**src/rtl/pcrs_pkg.sv**
```systemverilog
package pcrs_pkg;

   // ==========================================================
   // Widths and basic types
   // ==========================================================
   localparam int PC_W = 21;
   localparam int PTR_W = 5;
   localparam int STACK_DEPTH = 31;

   typedef logic [PC_W-1:0] pcrs_pc_t;
   typedef logic [PTR_W-1:0] pcrs_ptr_t;
   typedef logic [7:0] pcrs_byte_t;
   typedef logic [4:0] pcrs_upper_t;

   // ==========================================================
   // Reset values and arithmetic constants
   // ==========================================================
   localparam pcrs_pc_t PC_RESET = 21'h000000;
   localparam pcrs_pc_t PC_STEP = 21'h000002;
   localparam pcrs_pc_t PC_ALIGN_MASK = 21'h1FFFFE;
   localparam pcrs_pc_t PC_ZERO = 21'h000000;
   localparam pcrs_byte_t PCL_ALIGN_MASK = 8'hFE;
   localparam pcrs_byte_t BYTE_ZERO = 8'h00;
   localparam pcrs_byte_t LATH_RESET = 8'h00;
   localparam pcrs_upper_t LATU_RESET = 5'h00;
   localparam pcrs_ptr_t PTR_EMPTY = 5'h00;
   localparam pcrs_ptr_t PTR_ONE = 5'h01;
   localparam pcrs_ptr_t PTR_MAX = 5'h1F;
   localparam logic [2:0] PAD3_ZERO = 3'h0;

   // ==========================================================
   // Field positions of the power control status byte
   // ==========================================================
   localparam int OVF_BIT = 7;
   localparam int UNF_BIT = 6;

   // ==========================================================
   // Sequencer operations and special register selects
   // ==========================================================
   typedef enum logic [2:0] {
      PCRS_OP_NONE,
      PCRS_OP_FETCH,
      PCRS_OP_JUMP,
      PCRS_OP_CALL,
      PCRS_OP_IRQ_ACK,
      PCRS_OP_RETURN,
      PCRS_OP_SW_PUSH,
      PCRS_OP_SW_POP
   } pcrs_op_t;

   typedef enum logic [2:0] {
      PCRS_SEL_PCL,
      PCRS_SEL_PC_HIGH_LATCH,
      PCRS_SEL_PC_UPPER_LATCH,
      PCRS_SEL_TOP_OF_STACK_LOW,
      PCRS_SEL_TOP_OF_STACK_HIGH,
      PCRS_SEL_TOP_OF_STACK_UPPER,
      PCRS_SEL_RETURN_STACK_POINTER,
      PCRS_SEL_PCON
   } pcrs_sel_t;

   typedef struct packed {
      pcrs_op_t op;
      pcrs_pc_t target;
   } pcrs_cmd_t;

   typedef struct packed {
      pcrs_sel_t sel;
      logic wr;
      logic rd;
      pcrs_byte_t wdata;
   } pcrs_sfr_t;

endpackage : pcrs_pkg

```
**src/rtl/pcrs_stack_mem.sv**
```systemverilog
module pcrs_stack_mem (
   input wire logic clk,
   input wire logic reset_n,
   input wire logic wr_en,
   input wire pcrs_pkg::pcrs_ptr_t wr_addr,
   input wire pcrs_pkg::pcrs_pc_t wr_data,
   input wire pcrs_pkg::pcrs_ptr_t rd_addr,
   output pcrs_pkg::pcrs_pc_t rd_data
);
   import pcrs_pkg::*;

   // ==========================================================
   // Storage for entries 1 to 31; index zero has no cell
   // ==========================================================
   pcrs_pc_t mem [1:STACK_DEPTH];
   pcrs_pc_t rd_reg;
   pcrs_pc_t rd_next;

   // Write port; address zero is dropped.
   always_ff @(posedge clk) begin
      if (wr_en && (wr_addr != PTR_EMPTY)) begin
         mem[wr_addr] <= wr_data;
      end
   end

   // Read value with write-through so the top entry is never stale.
   always_comb begin
      if (rd_addr == PTR_EMPTY) begin
         rd_next = PC_ZERO;
      end else if (wr_en && (wr_addr == rd_addr)) begin
         rd_next = wr_data;
      end else begin
         rd_next = mem[rd_addr];
      end
   end

   // Registered read data.
   always_ff @(posedge clk) begin
      if (!reset_n) begin
         rd_reg <= PC_ZERO;
      end else begin
         rd_reg <= rd_next;
      end
   end

   assign rd_data = rd_reg;

endmodule : pcrs_stack_mem

```
**src/rtl/pcrs_fault_flags.sv**
```systemverilog
module pcrs_fault_flags (
   input wire logic clk,
   input wire logic por_n,
   input wire logic ovf_event,
   input wire logic unf_event,
   input wire logic sw_write,
   input wire pcrs_pkg::pcrs_byte_t sw_data,
   output logic stack_overflow_flag,
   output logic stack_underflow_flag
);
   import pcrs_pkg::*;

   // ==========================================================
   // Sticky fault flags, cleared only by software or power-on
   // ==========================================================
   logic ovf_reg;
   logic ovf_next;
   logic unf_reg;
   logic unf_next;

   // A hardware event wins over a software write in the same cycle.
   always_comb begin
      ovf_next = ovf_reg;
      unf_next = unf_reg;
      if (sw_write) begin
         ovf_next = sw_data[OVF_BIT];
         unf_next = sw_data[UNF_BIT];
      end
      if (ovf_event) begin
         ovf_next = 1'b1;
      end
      if (unf_event) begin
         unf_next = 1'b1;
      end
   end

   // Of the two resets only power-on clears the flags; device reset leaves them.
   always_ff @(posedge clk) begin
      if (!por_n) begin
         ovf_reg <= 1'b0;
         unf_reg <= 1'b0;
      end else begin
         ovf_reg <= ovf_next;
         unf_reg <= unf_next;
      end
   end

   assign stack_overflow_flag = ovf_reg;
   assign stack_underflow_flag = unf_reg;

endmodule : pcrs_fault_flags

```
**src/rtl/pcrs_top.sv**
```systemverilog
// Notes on behaviour
// - Program counter is 21 bits, three bytes.
// - Only low byte is directly accessed.
// - Low byte write loads high, upper latches.
// - Low byte read copies high, upper bytes.
// - Bit zero stays zero; fetch adds two.
// - Jumps, calls load counter, latches unused.
// - Calls, interrupts push; returns pop; latches kept.
// - Stack is 31 by 21 with 5-bit pointer.
// - Push increments pointer, then writes counter.
// - Pop loads counter, then decrements pointer.
// - Reset zeroes pointer; zero means empty.
// - Pointer and top entry are software accessible.
// - Thirty-second push sets sticky overflow flag.
// - Enabled overflow resets device, zeroes pointer.
// - Disabled overflow holds pointer at 31.
// - Software setting overflow causes no reset.
// - Pop returning zero sets sticky underflow flag.
// - Enabled underflow loads zero and resets.
// - Disabled underflow loads zero, no reset.
// - Software push stores counter at new top.
// - Software pop only decrements the pointer.
module pcrs_top (
   input wire logic clk,
   input wire logic reset_n,
   input wire logic por_n,
   input wire logic stack_fault_reset_enable,
   input wire pcrs_pkg::pcrs_cmd_t seq_cmd,
   input wire pcrs_pkg::pcrs_sfr_t sfr_acc,
   output pcrs_pkg::pcrs_byte_t sfr_rdata,
   output pcrs_pkg::pcrs_pc_t pc,
   output pcrs_pkg::pcrs_byte_t pc_high_latch,
   output pcrs_pkg::pcrs_upper_t pc_upper_latch,
   output pcrs_pkg::pcrs_ptr_t return_stack_pointer,
   output pcrs_pkg::pcrs_pc_t top_of_stack_value,
   output logic stack_overflow_flag,
   output logic stack_underflow_flag,
   output logic stack_fault_reset
);
   import pcrs_pkg::*;

   // ==========================================================
   // Helper functions
   // ==========================================================
   // Forces the counter onto an even byte address.
   function automatic pcrs_pc_t pcrs_align(input pcrs_pc_t value);
      pcrs_align = value & PC_ALIGN_MASK;
   endfunction : pcrs_align

   // Decrements the pointer without wrapping below empty.
   function automatic pcrs_ptr_t pcrs_ptr_dec(input pcrs_ptr_t value);
      if (value == PTR_EMPTY) begin
         pcrs_ptr_dec = PTR_EMPTY;
      end else begin
         pcrs_ptr_dec = value - PTR_ONE;
      end
   endfunction : pcrs_ptr_dec

   // ==========================================================
   // State
   // ==========================================================
   // 21-bit counter register
   pcrs_pc_t pc_reg;
   pcrs_pc_t pc_next;
   pcrs_byte_t lath_reg;
   pcrs_byte_t lath_next;
   pcrs_upper_t latu_reg;
   pcrs_upper_t latu_next;
   pcrs_ptr_t ptr_reg;
   pcrs_ptr_t ptr_next;
   pcrs_byte_t rdata_reg;
   pcrs_byte_t rdata_next;
   logic fault_reg;
   logic fault_next;

   logic mem_wr_en;
   pcrs_ptr_t mem_wr_addr;
   pcrs_pc_t mem_wr_data;
   pcrs_pc_t tos_value;
   logic ovf_event;
   logic unf_event;
   logic pcon_write;
   logic do_push;

   // ==========================================================
   // Return stack storage and fault flags
   // ==========================================================
   // Read address follows the next pointer so the top is current.
   // dedicated return storage
   pcrs_stack_mem u_stack_mem (
      .clk(clk),
      .reset_n(reset_n),
      .wr_en(mem_wr_en),
      .wr_addr(mem_wr_addr),
      .wr_data(mem_wr_data),
      .rd_addr(ptr_next),
      .rd_data(tos_value)
   );

   assign pcon_write = sfr_acc.wr && (sfr_acc.sel == PCRS_SEL_PCON);

   pcrs_fault_flags u_fault_flags (
      .clk(clk),
      .por_n(por_n),
      .ovf_event(ovf_event),
      .unf_event(unf_event),
      .sw_write(pcon_write),
      .sw_data(sfr_acc.wdata),
      .stack_overflow_flag(stack_overflow_flag),
      .stack_underflow_flag(stack_underflow_flag)
   );

   // ==========================================================
   // Counter, latches and pointer next values
   // ==========================================================
   // Special register writes first; sequencer operations override.
   always_comb begin
      pc_next = pc_reg;
      lath_next = lath_reg;
      latu_next = latu_reg;
      ptr_next = ptr_reg;
      fault_next = 1'b0;
      mem_wr_en = 1'b0;
      mem_wr_addr = ptr_reg;
      mem_wr_data = pc_reg;
      ovf_event = 1'b0;
      unf_event = 1'b0;
      do_push = 1'b0;
      if (sfr_acc.rd && (sfr_acc.sel == PCRS_SEL_PCL)) begin
         lath_next = pc_reg[15:8];
         latu_next = pc_reg[20:16];
      end
      if (sfr_acc.wr) begin
         if (sfr_acc.sel == PCRS_SEL_PCL) begin
            pc_next = {latu_reg, lath_reg, sfr_acc.wdata & PCL_ALIGN_MASK};
         end else if (sfr_acc.sel == PCRS_SEL_PC_HIGH_LATCH) begin
            lath_next = sfr_acc.wdata;
         end else if (sfr_acc.sel == PCRS_SEL_PC_UPPER_LATCH) begin
            latu_next = sfr_acc.wdata[4:0];
         end else if (sfr_acc.sel == PCRS_SEL_RETURN_STACK_POINTER) begin
            ptr_next = sfr_acc.wdata[4:0];
         end else if (ptr_reg != PTR_EMPTY) begin
            mem_wr_en = (sfr_acc.sel == PCRS_SEL_TOP_OF_STACK_LOW) || (sfr_acc.sel == PCRS_SEL_TOP_OF_STACK_HIGH) ||
                        (sfr_acc.sel == PCRS_SEL_TOP_OF_STACK_UPPER);
            mem_wr_data = tos_value;
            if (sfr_acc.sel == PCRS_SEL_TOP_OF_STACK_LOW) begin
               mem_wr_data[7:0] = sfr_acc.wdata;
            end else if (sfr_acc.sel == PCRS_SEL_TOP_OF_STACK_HIGH) begin
               mem_wr_data[15:8] = sfr_acc.wdata;
            end else begin
               mem_wr_data[20:16] = sfr_acc.wdata[4:0];
            end
         end
      end
      case (seq_cmd.op)
         PCRS_OP_FETCH: begin
            pc_next = pcrs_align(pc_reg + PC_STEP);
         end
         PCRS_OP_JUMP: begin
            pc_next = pcrs_align(seq_cmd.target);
         end
         PCRS_OP_CALL, PCRS_OP_IRQ_ACK: begin
            do_push = 1'b1;
            pc_next = pcrs_align(seq_cmd.target);
         end
         PCRS_OP_SW_PUSH: begin
            do_push = 1'b1;
         end
         PCRS_OP_RETURN: begin
            pc_next = pcrs_align(tos_value);
            ptr_next = pcrs_ptr_dec(ptr_reg);
            mem_wr_en = 1'b0;
            if (tos_value == PC_ZERO) begin
               unf_event = 1'b1;
               fault_next = stack_fault_reset_enable;
            end
         end
         PCRS_OP_SW_POP: begin
            ptr_next = pcrs_ptr_dec(ptr_reg);
            mem_wr_en = 1'b0;
         end
         default: begin
         end
      endcase
      if (do_push) begin
         mem_wr_data = pc_reg;
         if (ptr_reg == PTR_MAX) begin
            ovf_event = 1'b1;
            if (stack_fault_reset_enable) begin
               fault_next = 1'b1;
               ptr_next = PTR_EMPTY;
               mem_wr_en = 1'b0;
            end else begin
               ptr_next = PTR_MAX;
               mem_wr_en = 1'b1;
               mem_wr_addr = PTR_MAX;
            end
         end else begin
            ptr_next = ptr_reg + PTR_ONE;
            mem_wr_en = 1'b1;
            mem_wr_addr = ptr_reg + PTR_ONE;
         end
      end
   end

   // Counter state registers.
   always_ff @(posedge clk) begin
      if (!reset_n) begin
         pc_reg <= PC_RESET;
         lath_reg <= LATH_RESET;
         latu_reg <= LATU_RESET;
         ptr_reg <= PTR_EMPTY;
         fault_reg <= 1'b0;
      end else begin
         pc_reg <= pc_next;
         lath_reg <= lath_next;
         latu_reg <= latu_next;
         ptr_reg <= ptr_next;
         fault_reg <= fault_next;
      end
   end

   // ==========================================================
   // Special register read data
   // ==========================================================
   // empty top reads zero
   always_comb begin
      rdata_next = rdata_reg;
      if (sfr_acc.rd) begin
         case (sfr_acc.sel)
            PCRS_SEL_PCL: rdata_next = pc_reg[7:0];
            PCRS_SEL_PC_HIGH_LATCH: rdata_next = lath_reg;
            PCRS_SEL_PC_UPPER_LATCH: rdata_next = {PAD3_ZERO, latu_reg};
            PCRS_SEL_TOP_OF_STACK_LOW: rdata_next = tos_value[7:0];
            PCRS_SEL_TOP_OF_STACK_HIGH: rdata_next = tos_value[15:8];
            PCRS_SEL_TOP_OF_STACK_UPPER: rdata_next = {PAD3_ZERO, tos_value[20:16]};
            PCRS_SEL_RETURN_STACK_POINTER: rdata_next = {PAD3_ZERO, ptr_reg};
            default: begin
               rdata_next = BYTE_ZERO;
               rdata_next[OVF_BIT] = stack_overflow_flag;
               rdata_next[UNF_BIT] = stack_underflow_flag;
            end
         endcase
      end
   end

   // Read data register.
   always_ff @(posedge clk) begin
      if (!reset_n) begin
         rdata_reg <= BYTE_ZERO;
      end else begin
         rdata_reg <= rdata_next;
      end
   end

   assign sfr_rdata = rdata_reg;
   assign pc = pc_reg;
   assign pc_high_latch = lath_reg;
   assign pc_upper_latch = latu_reg;
   assign return_stack_pointer = ptr_reg;
   assign top_of_stack_value = tos_value;
   assign stack_fault_reset = fault_reg;

   // ==========================================================
   // Assertions
   // ==========================================================
   logic push_op;
   assign push_op = (seq_cmd.op == PCRS_OP_CALL) || (seq_cmd.op == PCRS_OP_IRQ_ACK) ||
                    (seq_cmd.op == PCRS_OP_SW_PUSH);
endmodule : pcrs_top

```
**config.mk**
```make
export PLATFORM = sky130hd
export DESIGN_NAME = pcrs_top
export DESIGN_NICKNAME = d
export VERILOG_FILES = /design/src/rtl/pcrs_pkg.sv /design/src/rtl/pcrs_stack_mem.sv /design/src/rtl/pcrs_fault_flags.sv /design/src/rtl/pcrs_top.sv
export SDC_FILE = /design/constraint.sdc
export NUM_CORES = 1
export LEC_CHECK = 0
export ABC_AREA = 1
export BUFFER_PORTS_ARGS = -buffer_cell sky130_fd_sc_hd__buf_2
export CORE_ASPECT_RATIO = 1.2
export CORE_MARGIN = 3
export CORE_UTILIZATION = 45
export DETAILED_ROUTE_END_ITERATION = 10
export PLACE_DENSITY = 0.69
export SKIP_CTS_REPAIR_TIMING = 1
export SLEW_MARGIN = 20
export SYNTH_ARGS = -nofsm -noshare
export SYNTH_HDL_FRONTEND = slang
export SYNTH_SLANG_ARGS = --single-unit
```
**constraint.sdc**
```tcl
create_clock -name clk -period 6.1 [get_ports clk]
set_input_delay 0.305 -clock clk [delete_from_list [all_inputs] [get_ports clk]]
set_output_delay 0.305 -clock clk [all_outputs]
set_load 0.02 [all_outputs]
```
==> flow_metrics.tcl <==
set metrics [dict create \
    status "complete, but fails checks" \
    violations "negative hold slack" \
    syn_area_per_cell_um2 9.90 \
    wl_um 95300 \
    synth_top_flop_cell "edfxtp_1" \
    peakVddDrop_mv 0.225 \
    seq_area_frac_synth 0.634 \
    min-delay-start "seq_cmd[2]" \
    synth_edf_count 651 \
    ioPinCount 112 \
    clk_latency_ns 0.62 \
    portBuffers 109 \
    synth_area_leaders "edfxtp_1 (59%), nand3_1 (8.2%), nand2_1 (8.0%)" \
    synth_area_um2 33100 \
    wl_per_cell_um 21.7 \
    drive_above_1_share 0.101 \
    synth-async-reset-ratio 0 \
    p_per_area_nw_per_um2 328 \
    drc_errors 0 \
    row_count 108 \
    synth_top_area_share 0.591 \
    detail_route.iter0.violations 2469 \
    largest_reg_flops 651 \
    p_leak_nw 14.8 \
    instances_no_fill 4394 \
    start_util 0.456 \
    dp_worst_setup_slack_ns 1.38 \
    whs_endpoint "pc[2]$_SDFFE_PN0P_" \
    cp-end-kind "flop" \
    critPathArrivalTime_ns 5.32 \
    rr_worst_depth 12 \
    vias 24500 \
    tightest_slew_ns 1.15 \
    crit_fanout 103 \
    reg2reg_from "return_stack_pointer[0]$_SDFF_PN0_" \
    fin_crit_sh 0.785 \
    hpwl_um 56000 \
    grt.total_usage 0.246 \
    h-tree-depth 3 \
    clock-sinks 721 \
    nets 3453 \
    maxCapViolCount 0 \
    fp.dieW_um 253 \
    root_buffer "clkbuf_16" \
    path_clk_slew_ns 0.07 \
    power.total_mw 12.1 \
    grt_pass1_vias 23000 \
    dp_cells 4269 \
    grt_pass1_wl_um 142000 \
    report.final.setup_viol 0 \
    viasPerCell 5.58 \
    synth-seq-cells 721 \
    antenna_cells 0 \
    worst_slack_ns 1.31 \
    fp.dieH_um 303 \
    synth_most_common_cell "nand2_1" \
    required_ns 6.63 \
    fin_area_um2 36900 \
    min_period_ns 4.79 \
    ys_warn_count 0 \
    clockBufferDepth 3 \
    yosysUniqueCellTypes 49 \
    relSlewSlack 0.229 \
    drtAntennaViolNets 0 \
    postSynthCellCount 3339 \
    r2r_end "u_stack_mem.rd_data[9]$_SDFF_PP0_" \
    grt_start_max_net_pins 169 \
    finalHoldViolCount 2 \
    holdWs_ns -0.00714 \
    fin_skew_ns 0.0253 \
    cts_tree "done" \
    hold_class "in -> reg" \
    yosys.area.top_type "edfxtp_1" \
    synth_common_cells "nand2_1 (703), edfxtp_1 (651), nand3_1 (543)" \
    cp-start-kind "flop" \
    design.die.area_um2 76800 \
    reg2reg_slack_ns 1.31 \
    cts_made_buffers 70 \
    max_freq_mhz 209 \
    gp_congestion 0.972 \
    area_delta_synth_final_pct 11.5 \
    core_area_um2 72600 \
    synthesis.nets 3385 \
    final_core_util 0.508 \
    drt-pass1-iter-count 5 \
    crit_type "reg -> reg" \
    setup-tns-final_ns 0 \
    placed_area_um2 34700 \
    hold_depth 3 \
    drv_slew 0 \
    antenna_found_initial 2 \
    rsz0062_at_grt "no" \
    gr-total-overflow 0 \
]
cells in the final DEF, fill, tap and decap left out, types with 14 or more instances in the layout:
cell type and count:
nor2_1 163, clkbuf_1 21, nor3_1 14, nand2_1 700
nand3_1 543, buf_2 109, dfxtp_1 70, clkinv_1 16
nor2_2 28, nand3b_1 189, a21oi_1 84, inv_2 20
o21ai_0 101, edfxtp_1 651, clkbuf_16 71, o211ai_1 36
inv_1 441, buf_4 74
worst max path at each step:
| stage | end | start |
|---|---|---|
| detailed placement | u_stack_mem.rd_data[17]$_SDFF_PP0_ | return_stack_pointer[0]$_SDFF_PN0_ |
| floorplan | u_stack_mem.mem[11][0]$_DFFE_PP_ | return_stack_pointer[0]$_SDFF_PN0_ |
| global placement | u_stack_mem.rd_data[11]$_SDFF_PP0_ | return_stack_pointer[0]$_SDFF_PN0_ |
| CTS | u_stack_mem.rd_data[3]$_SDFF_PP0_ | return_stack_pointer[0]$_SDFF_PN0_ |
| global route | u_stack_mem.rd_data[16]$_SDFF_PP0_ | return_stack_pointer[0]$_SDFF_PN0_ |
| finish | u_stack_mem.rd_data[9]$_SDFF_PP0_ | return_stack_pointer[0]$_SDFF_PN0_ |
worst max-delay path, cell delays in order, from the launching register on:
cell and delay [ns]:
dfxtp_1 0.54, ha_1 0.23, nand2_1 0.08, nor2_1 0.12, ha_1 0.32, inv_1 0.12
nand2_1 0.14, nand2_4 0.51, nand2_8 0.80, inv_2 0.52, a41oi_2 0.87, o21ai_0 0.20
a21oi_1 0.18
layer usage:
| layer | global-route usage | share of wire | vias to the layer above |
|---|---|---|---|
| met4 | 0.135 | 0.055 | 0 |
| met3 | 0.0321 | 0.079 | 225 |
| li1 | - | - | 11400 |
| met5 | 0 | 0 | - |
| met1 | 0.326 | 0.40 | 11700 |
| met2 | 0.396 | 0.46 | 1140 |
logic make-up after synthesis:
kind of cell,share of synthesized area
other,0.000113
buffers and inverters,0.0778
AND/OR/NAND/NOR,0.234
AO/OA/AOI/OAI,0.0517
flip-flops,0.634
adder cells (fa/ha/maj),0.00189
XOR/XNOR,0.000530
cell type report:
| class | instances | area (µm²) |
|---|---|---|
| repair buffers | 187 | 1170 |
| fillers | 6389 | 35700 |
| flip-flops and latches | 721 | 21000 |
| clock inverters | 30 | 245 |
| inverters | 465 | 1750 |
| multi-input cells | 1962 | 9690 |
| well taps | 935 | 1170 |
| clock buffers | 94 | 1880 |
where the power goes:
group | switching, mW | internal [mW] | total, mW
Combinational | 1.63 | 0.551 | 2.19
Sequential | 0.120 | 5.65 | 5.77
Clock | 1.84 | 2.30 | 4.14
Note: power is estimated with default switching activity, not from simulation.
